## src/rtl/slm_defines.svh

```systemverilog
`ifndef SLM_DEFINES_SVH
`define SLM_DEFINES_SVH

// ----------------------------------------
// register indices, byte address = index * 4
// ----------------------------------------
`define SLM_IDX_SYNC_SEL  11'h47B
`define SLM_IDX_ERR_LIM   11'h47C
`define SLM_IDX_LANE_ON   11'h47D
`define SLM_IDX_RAMP_CHK  11'h47E
`define SLM_IDX_DIG_TEST  11'h520
`define SLM_IDX_I_LOW     11'h521
`define SLM_IDX_I_HIGH    11'h522
`define SLM_IDX_Q_LOW     11'h523
`define SLM_IDX_Q_HIGH    11'h524
`define SLM_IDX_IRQ_STAT  11'h480
`define SLM_IDX_IRQ_MASK  11'h481

// ----------------------------------------
// field positions
// ----------------------------------------
`define SLM_B_DISP     7
`define SLM_B_NIT      6
`define SLM_B_UCC      5
`define SLM_B_MM_ST    4
`define SLM_B_MM_EN    3
`define SLM_B_RAMP     3
`define SLM_B_RAMP_CHK 0
`define SLM_B_DC_TEST  1

// ----------------------------------------
// reset values
// ----------------------------------------
`define SLM_RST_ERR_LIM  8'hFF
`define SLM_RST_LANE_ON  8'h0F
`define SLM_RST_DIG_TEST 8'h1C
`define SLM_RST_MM_EN    1'h1

// ----------------------------------------
// timing
// ----------------------------------------
`define SLM_CLK_MHZ    50
`define SLM_RESYNC_NS  80
`define SLM_RESYNC_CYC ((`SLM_RESYNC_NS * `SLM_CLK_MHZ + 999) / 1000)

`endif

```

## src/rtl/slm_pkg.sv

```systemverilog
package slm_pkg;

  typedef enum logic [1:0] {
    SLM_IDLE  = 2'h0,
    SLM_HOLD  = 2'h1,
    SLM_CLEAR = 2'h3
  } slm_sync_st_t;

  typedef struct packed {
    logic [2:0][7:0] cnt;
    logic            ramp_act;
    logic [1:0]      ramp_pos;
    logic            ramp_fail;
  } slm_lane_t;

  typedef struct packed {
    logic [2:0]   sync_sel;
    logic         param_mismatch_status;
    logic         param_mismatch_irq_on;
    logic [7:0]   limit;
    logic [7:0]   lane_on;
    logic         ramp_chk;
    logic [7:0]   dig_test;
    logic [15:0]  i_const;
    logic [15:0]  q_const;
    logic [7:0]   irq_stat;
    logic [7:0]   irq_mask;
    logic         mm_prev;
    slm_sync_st_t st;
    logic [7:0]   rs_cnt;
    logic         ack;
    logic [31:0]  rdata;
    logic         irq_n;
    logic         rs_n;
    logic         fail;
    logic [15:0]  i_out;
    logic [15:0]  q_out;
  } slm_top_t;

endpackage : slm_pkg

```

## src/rtl/slm_lane.sv

```systemverilog
`timescale 1ns/1ns
`include "slm_defines.svh"
module slm_lane
  import slm_pkg::*;
(
  // clock and reset
  input  wire logic       clk,
  input  wire logic       rst,
  // control
  input  wire logic       lane_on,
  input  wire logic       count_clr,
  input  wire logic [7:0] limit,
  input  wire logic       ramp_chk,
  // error events: 0 disparity, 1 invalid code, 2 unexpected control
  input  wire logic [2:0] err,
  // alignment sequence bytes
  input  wire logic       ilas_begin,
  input  wire logic       ilas_valid,
  input  wire logic [7:0] ilas_byte,
  // results
  output logic      [2:0] hit,
  output logic            ramp_fail
);

  slm_lane_t r_reg;
  slm_lane_t r_next;

  always_comb begin
    r_next = r_reg;
    for (int k = 0; k < 3; k++) begin
      if (!lane_on || count_clr) begin
        r_next.cnt[k] = 8'h00;
      end else if (err[k] && r_reg.cnt[k] != 8'hFF) begin
        r_next.cnt[k] = r_reg.cnt[k] + 8'h01;
      end
    end
    if (!lane_on) begin
      r_next.ramp_act  = 1'b0;
      r_next.ramp_pos  = 2'h0;
      r_next.ramp_fail = 1'b0;
    end else if (ilas_valid && ilas_begin) begin
      r_next.ramp_act  = 1'b1;
      r_next.ramp_pos  = 2'h1;
      r_next.ramp_fail = ramp_chk && ilas_byte != 8'h00;
    end else if (ilas_valid && r_reg.ramp_act) begin
      if (ramp_chk && ilas_byte != {6'h00, r_reg.ramp_pos}) begin
        r_next.ramp_fail = 1'b1;
      end
      r_next.ramp_pos = r_reg.ramp_pos + 2'h1;
      if (r_reg.ramp_pos == 2'h2) begin
        r_next.ramp_act = 1'b0;
      end
    end
  end

  always_ff @(posedge clk) begin
    if (rst) begin
      r_reg <= '0;
    end else begin
      r_reg <= r_next;
    end
  end

  always_comb begin
    for (int k = 0; k < 3; k++) begin
      hit[k] = lane_on && r_reg.cnt[k] >= limit;
    end
    ramp_fail = r_reg.ramp_fail;
  end
endmodule : slm_lane

```

## src/rtl/slm_top.sv

```systemverilog
`timescale 1ns/1ns
`include "slm_defines.svh"
// ----------------------------------------
// ----------------------------------------
module slm_top
  import slm_pkg::*;
#(
  parameter int NUM_LANES = 8
) (
  // clock and reset
  input  wire logic                   CLK,
  input  wire logic                   SYS_RST,
  // wishbone slave
  input  wire logic                   WB_CYC_I,
  input  wire logic                   WB_STB_I,
  input  wire logic                   WB_WE_I,
  input  wire logic [12:0]            WB_ADR_I,
  input  wire logic [3:0]             WB_SEL_I,
  input  wire logic [31:0]            WB_DAT_I,
  output logic      [31:0]            WB_DAT_O,
  output logic                        WB_ACK_O,
  // per-lane error events
  input  wire logic [NUM_LANES-1:0]   DISP_ERR,
  input  wire logic [NUM_LANES-1:0]   NIT_ERR,
  input  wire logic [NUM_LANES-1:0]   UCC_ERR,
  // alignment sequence
  input  wire logic [NUM_LANES-1:0]   ILAS_BEGIN,
  input  wire logic [NUM_LANES-1:0]   ILAS_VALID,
  input  wire logic [8*NUM_LANES-1:0] ILAS_DATA,
  // link parameters
  input  wire logic [111:0]           RX_LANE0_PARAMS,
  input  wire logic [111:0]           LOCAL_PARAMS,
  // samples
  input  wire logic [15:0]            I_IN,
  input  wire logic [15:0]            Q_IN,
  output logic      [15:0]            I_OUT,
  output logic      [15:0]            Q_OUT,
  // link and status
  output logic                        RESYNC_REQUEST_OUT_N,
  output logic                        IRQ_N,
  output logic      [7:0]             LANE_ON_BITS,
  output logic                        ILAS_RAMP_FAIL
);

  slm_top_t r_reg;
  slm_top_t r_next;

  logic [NUM_LANES-1:0] disp_hit;
  logic [NUM_LANES-1:0] nit_hit;
  logic [NUM_LANES-1:0] ucc_hit;
  logic [NUM_LANES-1:0] lane_fail;
  logic                 any_disp;
  logic                 any_nit;
  logic                 any_ucc;
  logic                 any_fail;
  logic                 wr;
  logic [10:0]          idx;
  logic                 mm;
  logic                 mm_rise;
  logic                 trig;

  // ----------------------------------------
  // per-lane counters and ramp check
  // ----------------------------------------
  for (genvar i = 0; i < NUM_LANES; i++) begin : g_lane
    logic [2:0] lane_hit;

    slm_lane u_lane (
      .clk        (CLK),
      .rst        (SYS_RST),
      .lane_on    (r_reg.lane_on[i]),
      .count_clr  (r_reg.st == SLM_CLEAR),
      .limit      (r_reg.limit),
      .ramp_chk   (r_reg.ramp_chk),
      .err        ({UCC_ERR[i], NIT_ERR[i], DISP_ERR[i]}),
      .ilas_begin (ILAS_BEGIN[i]),
      .ilas_valid (ILAS_VALID[i]),
      .ilas_byte  (ILAS_DATA[8*i +: 8]),
      .hit        (lane_hit),
      .ramp_fail  (lane_fail[i])
    );

    assign disp_hit[i] = lane_hit[0];
    assign nit_hit[i]  = lane_hit[1];
    assign ucc_hit[i]  = lane_hit[2];
  end

  // ----------------------------------------
  // next state
  // ----------------------------------------
  always_comb begin
    r_next   = r_reg;
    any_disp = |disp_hit;
    any_nit  = |nit_hit;
    any_ucc  = |ucc_hit;
    any_fail = |lane_fail;
    idx      = WB_ADR_I[12:2];
    wr       = WB_CYC_I && WB_STB_I && WB_WE_I && r_reg.ack && WB_SEL_I[0];
    mm       = RX_LANE0_PARAMS != LOCAL_PARAMS;
    mm_rise  = mm && !r_reg.mm_prev;
    trig     = (r_reg.sync_sel[2] && any_disp)
            || (r_reg.sync_sel[1] && any_nit)
            || (r_reg.sync_sel[0] && any_ucc);

    // bus answer, one cycle after the request
    r_next.ack   = WB_CYC_I && WB_STB_I && !r_reg.ack;
    r_next.rdata = 32'h0000_0000;
    if (idx == `SLM_IDX_SYNC_SEL) begin
      r_next.rdata[`SLM_B_DISP]   = r_reg.sync_sel[2];
      r_next.rdata[`SLM_B_NIT]    = r_reg.sync_sel[1];
      r_next.rdata[`SLM_B_UCC]    = r_reg.sync_sel[0];
      r_next.rdata[`SLM_B_MM_ST]  = r_reg.param_mismatch_status;
      r_next.rdata[`SLM_B_MM_EN]  = r_reg.param_mismatch_irq_on;
    end else if (idx == `SLM_IDX_ERR_LIM) begin
      r_next.rdata[7:0] = r_reg.limit;
    end else if (idx == `SLM_IDX_LANE_ON) begin
      r_next.rdata[7:0] = r_reg.lane_on;
    end else if (idx == `SLM_IDX_RAMP_CHK) begin
      r_next.rdata[`SLM_B_RAMP_CHK] = r_reg.ramp_chk;
    end else if (idx == `SLM_IDX_DIG_TEST) begin
      r_next.rdata[7:0] = r_reg.dig_test;
    end else if (idx == `SLM_IDX_I_LOW) begin
      r_next.rdata[7:0] = r_reg.i_const[7:0];
    end else if (idx == `SLM_IDX_I_HIGH) begin
      r_next.rdata[7:0] = r_reg.i_const[15:8];
    end else if (idx == `SLM_IDX_Q_LOW) begin
      r_next.rdata[7:0] = r_reg.q_const[7:0];
    end else if (idx == `SLM_IDX_Q_HIGH) begin
      r_next.rdata[7:0] = r_reg.q_const[15:8];
    end else if (idx == `SLM_IDX_IRQ_STAT) begin
      r_next.rdata[7:0] = r_reg.irq_stat;
    end else if (idx == `SLM_IDX_IRQ_MASK) begin
      r_next.rdata[7:0] = r_reg.irq_mask;
    end

    // register writes, taken on the acknowledged edge
    if (wr) begin
      if (idx == `SLM_IDX_SYNC_SEL) begin
        r_next.sync_sel = {WB_DAT_I[`SLM_B_DISP], WB_DAT_I[`SLM_B_NIT], WB_DAT_I[`SLM_B_UCC]};
        r_next.param_mismatch_irq_on = WB_DAT_I[`SLM_B_MM_EN];
        if (WB_DAT_I[`SLM_B_MM_ST]) begin
          r_next.param_mismatch_status = 1'b0;
        end
      end else if (idx == `SLM_IDX_ERR_LIM) begin
        r_next.limit = WB_DAT_I[7:0];
      end else if (idx == `SLM_IDX_LANE_ON) begin
        r_next.lane_on = WB_DAT_I[7:0];
      end else if (idx == `SLM_IDX_RAMP_CHK) begin
        r_next.ramp_chk = WB_DAT_I[`SLM_B_RAMP_CHK];
      end else if (idx == `SLM_IDX_DIG_TEST) begin
        r_next.dig_test = WB_DAT_I[7:0];
      end else if (idx == `SLM_IDX_I_LOW) begin
        r_next.i_const[7:0] = WB_DAT_I[7:0];
      end else if (idx == `SLM_IDX_I_HIGH) begin
        r_next.i_const[15:8] = WB_DAT_I[7:0];
      end else if (idx == `SLM_IDX_Q_LOW) begin
        r_next.q_const[7:0] = WB_DAT_I[7:0];
      end else if (idx == `SLM_IDX_Q_HIGH) begin
        r_next.q_const[15:8] = WB_DAT_I[7:0];
      end else if (idx == `SLM_IDX_IRQ_STAT) begin
        r_next.irq_stat = r_reg.irq_stat & ~WB_DAT_I[7:0];
      end else if (idx == `SLM_IDX_IRQ_MASK) begin
        r_next.irq_mask = WB_DAT_I[7:0];
      end
    end

    // events after writes, so a set beats a clear
    r_next.mm_prev = mm;
    if (!r_next.param_mismatch_irq_on) begin
      r_next.param_mismatch_status = 1'b0;
    end else if (mm_rise) begin
      r_next.param_mismatch_status = 1'b1;
    end
    if (any_disp) begin
      r_next.irq_stat[`SLM_B_DISP] = 1'b1;
    end
    if (any_nit) begin
      r_next.irq_stat[`SLM_B_NIT] = 1'b1;
    end
    if (any_ucc) begin
      r_next.irq_stat[`SLM_B_UCC] = 1'b1;
    end
    if (any_fail) begin
      r_next.irq_stat[`SLM_B_RAMP] = 1'b1;
    end

    // resync request sequencer
    case (r_reg.st)
      SLM_IDLE: begin
        if (trig) begin
          r_next.st     = SLM_HOLD;
          r_next.rs_cnt = 8'(`SLM_RESYNC_CYC - 1);
        end
      end
      SLM_HOLD: begin
        if (r_reg.rs_cnt == 8'h00) begin
          r_next.st = SLM_CLEAR;
        end else begin
          r_next.rs_cnt = r_reg.rs_cnt - 8'h01;
        end
      end
      SLM_CLEAR: begin
        r_next.st = SLM_IDLE;
      end
      default: begin
        r_next.st = SLM_IDLE;
      end
    endcase

    // registered outputs
    r_next.rs_n  = r_next.st != SLM_HOLD;
    r_next.irq_n = !((|(r_next.irq_stat & r_next.irq_mask)) || r_next.param_mismatch_status);
    r_next.fail  = any_fail;
    if (r_reg.dig_test[`SLM_B_DC_TEST]) begin
      r_next.i_out = r_reg.i_const;
      r_next.q_out = r_reg.q_const;
    end else begin
      r_next.i_out = I_IN;
      r_next.q_out = Q_IN;
    end
  end

  // ----------------------------------------
  // state register
  // ----------------------------------------
  always_ff @(posedge CLK) begin
    if (SYS_RST) begin
      r_reg          <= '0;
      r_reg.limit    <= `SLM_RST_ERR_LIM;
      r_reg.lane_on  <= `SLM_RST_LANE_ON;
      r_reg.param_mismatch_irq_on <= `SLM_RST_MM_EN;
      r_reg.dig_test <= `SLM_RST_DIG_TEST;
      r_reg.st       <= SLM_IDLE;
      r_reg.irq_n    <= 1'b1;
      r_reg.rs_n     <= 1'b1;
    end else begin
      r_reg <= r_next;
    end
  end

  assign WB_DAT_O             = r_reg.rdata;
  assign WB_ACK_O             = r_reg.ack;
  assign I_OUT                = r_reg.i_out;
  assign Q_OUT                = r_reg.q_out;
  assign RESYNC_REQUEST_OUT_N = r_reg.rs_n;
  assign IRQ_N                = r_reg.irq_n;
  assign LANE_ON_BITS         = r_reg.lane_on;
  assign ILAS_RAMP_FAIL       = r_reg.fail;
endmodule : slm_top

```

## config.mk

```make
export PLATFORM = sky130hd
export DESIGN_NAME = slm_top
export DESIGN_NICKNAME = d
export VERILOG_FILES = /design/src/rtl/slm_pkg.sv /design/src/rtl/slm_lane.sv /design/src/rtl/slm_top.sv
export VERILOG_INCLUDE_DIRS = /design/src /design/src/rtl
export SDC_FILE = /design/constraint.sdc
export NUM_CORES = 1
export LEC_CHECK = 0
export BUFFER_PORTS_ARGS = -buffer_cell sky130_fd_sc_hd__buf_4
export CAP_MARGIN = 30
export CORE_MARGIN = 2
export CORE_UTILIZATION = 55
export CTS_CLUSTER_DIAMETER = 60
export DETAILED_ROUTE_END_ITERATION = 8
export GPL_TIMING_DRIVEN = 0
export HOLD_SLACK_MARGIN = 0.12
export PLACE_DENSITY = 0.88
export RECOVER_POWER = 25
export SLEW_MARGIN = 20
export SYNTH_ARGS = -nofsm -noshare
export SYNTH_HDL_FRONTEND = slang
export SYNTH_SLANG_ARGS = --single-unit
```

## constraint.sdc

```tcl
create_clock -name CLK -period 3.5 [get_ports CLK]
set_clock_uncertainty 0.05 [all_clocks]
set_input_delay 0.175 -clock CLK [delete_from_list [all_inputs] [get_ports CLK]]
set_output_delay 0.175 -clock CLK [all_outputs]
set_load 0.01 [all_outputs]
```

---- Yosys cells after proc, flatten, opt, wreduce, memory -nomap -nowiden ----
Index checks and enable logic that the tools add are counted.
cells by class
  magnitude comparators ................... 24
  $add $sub $neg .......................... 33
  bitwise logic cells ..................... 19
  muxes and demuxes ....................... 81
  eq/ne operators ......................... 57
  reductions and logical operators ........ 202
operator list
  operator                                      count
  adder 8 x 1 -> 8 bit, second input constant   24
  >= comparator 8 bit                           24
  inequality test 8 bit, second input constant  24
  2-to-1 mux 8 bit                              22
  == test 11 bit, second input constant         11
  inequality test 112 bit                       1
  2-to-1 mux 32 bit                             3
  logical AND 1 bit                             89
  2-to-1 mux 75 bit                             1
  2-to-1 mux 73 bit                             1
  2-to-1 mux 65 bit                             1
  2-to-1 mux 4 bit                              16
  inequality test 8 x 2 -> 1 bit                8
  nonzero test 8 bit                            8
  2-to-1 mux 57 bit                             1
  2-to-1 mux 56 bit                             1
  nonzero test 2 bit                            25
  2-to-1 mux 48 bit                             1
  OR reduction 8 bit                            5
  AND reduction 2 bit                           17
  OR reduction 2 bit                            17
  2-to-1 mux 16 bit                             2
  2-to-1 mux 1 bit                              25
  OR reduction 3 bit                            8
  other kinds (27)                              81
storage, ports and cells
  input port bits ......................... 414
  register bits ........................... 381
  output and inout port bits .............. 76
  word-level logic and storage cells ...... 497

---- Logic depth before layout (Yosys ltp) ----
Gate-level depths: netlist of run 1.
  depth after elaboration ................. 18
  gate-level depth with buffers ........... 11
  depth with buffers taken out ............ 10

---- Hierarchy ----
A second synthesis of run 1 with hierarchy kept.
unflattened totals
  cells, all modules ...................... 2629
  area total of the unflattened synthesis .. 22775.6 sq um
by module, submodules not included
  module                           sequential area each (sq um)  cells each  times used  area an instance (sq um)
  slm_lane (g_lane[0].u_lane ...)  560.5                         224         7           1918.1
  slm_top                          2662.6                        835         1           7413.4
  slm_lane (g_lane[7].u_lane)      560.5                         226         1           1935.6

---- Worst setup path after synthesis of run 1 ----
OpenSTA, ideal clock, no wires.
  path kind ............................... flip-flop to flip-flop
  start point ............................. register, netlist name r_reg[151]
  end point ............................... register r_reg[69] in the netlist's numbering
  stages on the path, launching flop included .. 10
  required time ........................... 3.324 ns
  clock period less this slack ............ 3.092 ns
  library setup time ...................... 0.126 ns
  setup slack ............................. 0.408 ns
  path buffers ............................ 0
  arrival ................................. 2.916 ns
  cells stage by stage .................... dfxtp_1 -> inv_1 -> ha_1 -> a21oi_1 -> o22ai_1 -> or4_1 -> a2111o_1 -> o21a_2 -> o41ai_2 -> o2bb2ai_1
between the ends
  longest elaborated chain between the ends .. 8
  elaborated cells on any way between the ends .. 58
  classes of those cells .................. order compare (24); eq/ne (1); reduce/logical (33)
ends and longest elaborated chain
  what                                   RTL line                        source
  >= comparator 8 bit                    slm_lane.sv:66                  hit[k] = lane_on && r_reg.cnt[k] >= limit;
  logical AND 1 bit                      slm_lane.sv:66
  OR reduction 8 bit (on tied branches)  slm_top.sv:93, slm_top.sv:94
  logical AND 1 bit (on tied branches)   slm_top.sv:101, slm_top.sv:102
  logical OR 1 bit                       slm_top.sv:102                  || (r_reg.sync_sel[1] && any_nit)
  logical OR 1 bit (*)                   slm_top.sv:103                  || (r_reg.sync_sel[0] && any_ucc);
  inequality test 2 bit (no line) (*)    -
  AND reduction 3 bit (no line) (*)      -
  to (signal assigned)                   slm_top.sv:237                  r_reg <= r_next;
  to (decl)                              slm_top.sv:45                   slm_top_t r_reg;
Mark *: on every way between the ends. The rest lies on a longest branch, timed or not.
A chain may end at the register's enable or synchronous reset.

---- Worst setup path in the final report of run 1 ----
  start point ............................. register, netlist name r_reg[150]
  end point ............................... register r_reg[68] in the netlist's numbering
between the ends
  longest elaborated chain between the ends .. 8
  elaborated cells on any way between the ends .. 58
  classes of those cells .................. order compare (24); eq/ne (1); reduce/logical (33)
ends and longest elaborated chain
  what                                   RTL line
  >= comparator 8 bit                    slm_lane.sv:66
  logical AND 1 bit                      slm_lane.sv:66
  OR reduction 8 bit (on tied branches)  slm_top.sv:93, slm_top.sv:94
  logical AND 1 bit (on tied branches)   slm_top.sv:101, slm_top.sv:102
  logical OR 1 bit                       slm_top.sv:102
  logical OR 1 bit (*)                   slm_top.sv:103
  inequality test 2 bit (no line) (*)    -
  AND reduction 3 bit (no line) (*)      -
Marks and branches as above.

==> results of run 1 <==
-- repair_timing --
action	in CTS	in global routing
resized for setup	10	7
endpoints found under the hold margin	119	0
hold buffers	110	0
endpoints found under the setup margin	11	10
-- through the flow --
| step | utilization, % | instance area [um^2] | instances |
|---|---|---|---|
| after floorplan | - | 21670 | 2547 |
| after CTS | 72.55 | 28040 | 3672 |
| after detailed placement | 66.17 | 25570 | 3495 |
| final | 72.23 | 27910 | 3679 |
| after global routing | 72.22 | 27910 | 3678 |
| after global placement | 66.07 | 25530 | 3494 |
-- worst reg2reg max path: stages, from the launching register on --
cell and delay, ps:
dfxtp_1 340, inv_4 330, ha_1 330, a21o_1 170
a221oi_1 490, o22ai_1 280, a211oi_2 470, a31oi_1 330
nor4_1 400, a21oi_1 140
-- power by group through the flow --
stage | logic [mW] | registers, mW | clock network [mW]
2_1_floorplan | 0.459 | 4.25 | 0
6_report | 1.11 | 4.18 | 4.29
4_1_cts | 1.11 | 4.17 | 4.28
3_5_place_dp | 1.01 | 4.26 | 0
5_1_grt | 1.19 | 4.18 | 4.47
3_3_place_gp | 0.976 | 4.26 | 0
-- kinds of logic after synthesis --
logic type | count (synthesis) | share of synthesized area, %
adder cells (fa/ha/maj) | 226 | 13.10
multiplexers | 89 | 4.192
buffers and inverters | 225 | 5.305
AND/OR/NAND/NOR | 923 | 20.28
AO/OA/AOI/OAI | 453 | 13.84
flip-flops | 357 | 33.12
other | 1 | 0.01738
XOR/XNOR | 250 | 10.15
-- worst max-delay path by stage --
stage                          start         to  slack, ps  cells past startpoint
after floorplan           r_reg[151]  r_reg[69]        410                      9
after global routing      r_reg[150]  r_reg[73]         20                     10
after CTS                 r_reg[144]  r_reg[68]         30                     10
after global placement    r_reg[149]  r_reg[73]      -1020                     10
after detailed placement  r_reg[149]  r_reg[71]       -630                     10
final                     r_reg[150]  r_reg[68]         50                      9
-- cell usage after synthesis (all sizes together) (10+ instances only) --
cell type  count
dfxtp        357
nor2         308
nand2        242
ha           226
xor2         145
a21oi        138
xnor2        105
mux2i         87
nand4         85
buf           84
inv           83
nand3         83
o21ai         81
clkbuf        57
and3          50
or3           39
o21a          37
nor4          30
nor3          24
a31oi         20
o22ai         20
o211ai        18
a21o          16
a211oi        14
a22oi         14
nor2b         12
nor3b         11
nand2b        10
o31ai         10
-- layout make-up --
cell class	instances	area, um^2	area share, %
antenna	7	17.52	0.06275
buffer	141	820.8	2.940
clock buffer	53	1141	4.088
clock inverter	14	190.2	0.6813
inverter	84	340.3	1.219
multi-input combinational	1965	13430	48.11
sequential	357	7151	25.62
tap	518	648.1	2.322
timing repair buffer	540	4177	14.96
-- per-layer routing --
layer | wire length (um) | share of wire [%] | up-vias | GRT usage, %
met3 | 6369 | 8.4 | 294 | 6.143
met4 | 4416 | 5.8 | 2 | 21.35
li1 | - | - | 10175 | -
met1 | 27560 | 36 | 10375 | 40.46
met2 | 37730 | 50 | 1177 | 64.25
met5 | 13 | 0.017 | - | 0
==> impl_metrics.tcl, run 1 <==
set metrics [dict create \
    status "finished, final reports clean" \
    rows 72 \
    rr_endpoint "r_reg[68]" \
    grt_pass1_vias 22396 \
    via_per_inst 5.986 \
    path_clk_slew_ps 60 \
    synthDistinctLibCells 88 \
    start_util_pct 55.84 \
    cpPeakStageDelay_ps 490 \
    avgSynthCellArea_um2 8.550 \
    die_area_um2 40840 \
    ys_ff_latch 357 \
    synthFlopType "dfxtp_1" \
    crit_fanout 25 \
    ios 490 \
    required_ps 3860 \
    synth_top_cell_by_area "dfxtp_1" \
    min_from "DISP_ERR[7]" \
    swShare_pct 23.72 \
    fin_setup_tns_ps 0 \
    postCtsSetupRepairBufs 0 \
    finalNetCount 3767 \
    drv_slew 0 \
    nFillCells 2741 \
    grt_overflow 0 \
    drt_iter0_drc 2159 \
    whs_ps 138.4 \
    root_buffer "clkbuf_16" \
    synth_area_um2 21580 \
    final_cell_mix "buf_4 (447), dfxtp_1 (356), nor2_1 (308)" \
    pwr-share-comb_pct 11.6 \
    grt_max_degree 27 \
    fin_crit_sh_pct 98.64 \
    p_total_mw 9.583 \
    grt_setup_unrepaired "false" \
    syn_to_final_growth_pct 29.36 \
    hold_violations 0 \
    antenna_found_initial 7 \
    clk-insertion-delay-late_ps 540 \
    cts_buffers 38 \
    die_h_um 202.1 \
    hpwlAfterDp_um 55350 \
    cts_tree "yes" \
    layout_min_cycle_time_ps 3452 \
    wirelength_um 76090 \
    p_switching_mw 2.273 \
    largest_reg_flops 216 \
    worstPathArrival_ps 3810 \
    power_density_nw_per_um2 343.3 \
    endpoint_kind "register" \
    r2r_start "r_reg[150]" \
    ant_nets 0 \
    grt_pass1_wl_um 116800 \
    min_path_type "in2reg" \
    crit_buf_inv 1 \
    async_flop_share_pct 0 \
    vias 22023 \
    port_buffers 429 \
    cts_buffer_depth 3 \
    layout_commonest_cell "buf_4" \
    globalplace.congestion 1.005 \
    syn_inst 2524 \
    worst_pin_slew_ps 1101 \
    htree_levels 2 \
    p_leak_nw 12.05 \
    synthTopCellsByArea "dfxtp_1 (33%), ha_1 (13%), xor2_1 (5.9%)" \
    drtPass1Iterations 9 \
    regToRegSetupSlack_ps 50 \
    pre_cts_ws_ps -633.4 \
    startpoint_type "register" \
    rr_worst_depth 9 \
    coreArea_um2 38650 \
    synth_enable_flop_cells 0 \
    crit_type "reg2reg" \
    netlist.area_leader.share_pct 33.12 \
    yosysSeqAreaShare_pct 33.12 \
    min_delay_worst_endpoint "g_lane[7].u_lane.r_reg[4]" \
    ys_warn_count 0 \
    drv_cap 0 \
    p_int_mw 7.310 \
    pwr-share-clk_pct 44.8 \
    cts_sinks 357 \
    seq_power_share_pct 43.6 \
    timing.final.ws_setup_ps 47.65 \
    grt_usage_pct 36.11 \
    drive_gt1_share_pct 17.63 \
    maxSlewHeadroom_pct 26.05 \
    max_freq_mhz 289.7 \
    holdPathStages 5 \
    cp_top_family "compound AO/OA/AOI/OAI gates" \
    wl_per_cell_um 20.68 \
    setup_viol 0 \
    drc 0 \
    ir_drop_mv 0.2948 \
    die_x_um 202.1 \
    crit_chain "inv_4, ha_1, a21o_1, a221oi_1, o22ai_1, a211oi_2, a31oi_1, nor4_1, a21oi_1" \
    slowest_stage "a221oi_1" \
]
Note: power is estimated with default switching activity, not from simulation.
==> run 2: changes to the inputs <==
--- a/config.mk
+++ b/config.mk
@@ -8,8 +8,10 @@
 export LEC_CHECK = 0
 export BUFFER_PORTS_ARGS = -buffer_cell sky130_fd_sc_hd__buf_4
 export CAP_MARGIN = 30
+export CELL_PAD_IN_SITES_DETAIL_PLACEMENT = 0
+export CELL_PAD_IN_SITES_GLOBAL_PLACEMENT = 1
 export CORE_MARGIN = 2
-export CORE_UTILIZATION = 55
+export CORE_UTILIZATION = 41
 export CTS_CLUSTER_DIAMETER = 60
 export DETAILED_ROUTE_END_ITERATION = 8
 export GPL_TIMING_DRIVEN = 0
@@ -20,3 +22,4 @@
 export SYNTH_ARGS = -nofsm -noshare
 export SYNTH_HDL_FRONTEND = slang
 export SYNTH_SLANG_ARGS = --single-unit
+export TNS_END_PERCENT = 100
==> impl_metrics.tcl, run 2 (synthesis results as in run 1) <==
set metrics [dict create \
    status "finished, final reports clean" \
    drtPass1Iterations 7 \
    port_buffers 429 \
    startpoint_type "register" \
    die_area_um2 54480 \
    grt_pass1_wl_um 110400 \
    required_ps 3910 \
    wirelength_um 72170 \
    pre_cts_ws_ps -493.0 \
    grt_max_degree 27 \
    drive_gt1_share_pct 18.24 \
    drc 0 \
    worstPathArrival_ps 3830 \
    layout_commonest_cell "buf_4" \
    globalplace.congestion 0.9232 \
    whs_ps 183.7 \
    finalNetCount 3783 \
    ir_drop_mv 0.2919 \
    die_h_um 233.4 \
    min_path_type "in2reg" \
    vias 20911 \
    cts_sinks 357 \
    wl_per_cell_um 18.67 \
    cts_buffer_depth 3 \
    max_freq_mhz 291.8 \
    setup_viol 0 \
    antenna_found_initial 4 \
    drt_iter0_drc 1360 \
    syn_to_final_growth_pct 31.63 \
    fin_util_pct 54.27 \
    stdcell_count 3866 \
    p_leak_nw 12.16 \
    power_density_nw_per_um2 352.7 \
    crit_fanout 20 \
    dpl.cell_count 3669 \
    worst_pin_slew_ps 978.4 \
    root_buffer "clkbuf_16" \
    hpwlAfterDp_um 54680 \
    hold_violations 0 \
    die_x_um 233.4 \
    regToRegSetupSlack_ps 70 \
    fin_crit_sh_pct 97.91 \
    ant_nets 0 \
    rows 84 \
    layout_min_cycle_time_ps 3427 \
    drv_cap 0 \
    largest_reg_flops 216 \
    maxSlewHeadroom_pct 34.77 \
    grt_usage_pct 25.87 \
    cts_tree "yes" \
    nFillCells 4801 \
    ios 490 \
    timing.final.ws_setup_ps 73.31 \
    crit_type "reg2reg" \
    start_util_pct 41.23 \
    path_clk_slew_ps 70 \
    endpoint_kind "register" \
    grt_pass1_vias 20636 \
    grt_setup_unrepaired "false" \
    final_cell_mix "buf_4 (449), dfxtp_1 (356), nor2_1 (308)" \
    drv_slew 0 \
    htree_levels 2 \
    via_per_inst 5.409 \
    grt_overflow 0 \
    cts_buffers 43 \
    coreArea_um2 52340 \
    clk-insertion-delay-late_ps 570 \
]
[run 2: cell types whose count changed in the layout (fill, tap and decap cells not counted), sizes merged]
cell | before | now
bufinv | 4 | 6
dlygate4sd3 | 110 | 114
clkbuf | 166 | 168
clkinv | 8 | 13
dlymetal6s4s | 0 | 1
diode | 7 | 3
buf | 458 | 464
clkinvlp | 2 | 3
[run 2: routing by layer]
layer  track usage [%]  share of wire, %
met5                 0                 0
met4             8.742               2.9
met1             29.98                40
met2             48.45                51
met3             3.516               5.9
[run 2: area by class of cell]
| class | instances | area [um^2] | share of cell area, % |
|---|---|---|---|
| Multi-Input combinational cell | 1965 | 13410 | 47.21 |
| Sequential cell | 357 | 7151 | 25.17 |
| Timing Repair Buffer | 551 | 4329 | 15.24 |
| Clock buffer | 55 | 1214 | 4.273 |
| Tap cell | 688 | 860.8 | 3.030 |
| Buffer | 141 | 813.3 | 2.863 |
| Inverter | 84 | 332.8 | 1.172 |
| Clock inverter | 22 | 286.5 | 1.009 |
| Antenna cell | 3 | 7.507 | 0.02643 |
[run 2: critical path, cell delays in order (launching register included)]
cell and delay (ps):
dfxtp_1 300, inv_2 200, buf_12 240, ha_1 250
o21ai_0 170, nor2_1 70, o31ai_2 360, o2111ai_1 300
a2111o_1 470, o21a_2 290, o41ai_2 470, o2bb2ai_1 100
[run 2: timing repair]
action                                 4_1_cts  5_1_grt
buffers inserted                             0        1
pin swaps                                    0        1
hold buffers                               115        0
endpoints found under the hold margin      152        0
resized for setup                            6       10
setup endpoints to repair                   11       11
gates cloned                                 0        0
[run 2: per-stage QoR]
stage               setup TNS (ps)  cell area, um^2  power, mW
floorplan                        0            21670      4.711
global placement            -13840            25750      5.247
detailed placement           -4616            25850      5.276
CTS                              0            28520      10.12
global route                     0            28400      10.36
finish                           0            28410      10.02
[run 2: report_power, final]
group	internal (mW)	total, mW	switching, mW	leakage [nW]
clock network	2.90	4.75	1.85	0.734
logic	0.610	1.10	0.488	8.54
registers	4.12	4.18	0.0516	2.89
total	7.63	10.0	2.39	12.2
[run 2: path summary, 6_finish.rpt]
kind / start / endpoint / cells after the start
worst max-delay path: r_reg[145] / r_reg[69] / 11
worst min register to register: WB_ACK_O / WB_ACK_O / 1
worst min-delay path: WB_ADR_I[10] / r_reg[110] / 5
worst max register to register: r_reg[145] / r_reg[69] / 11
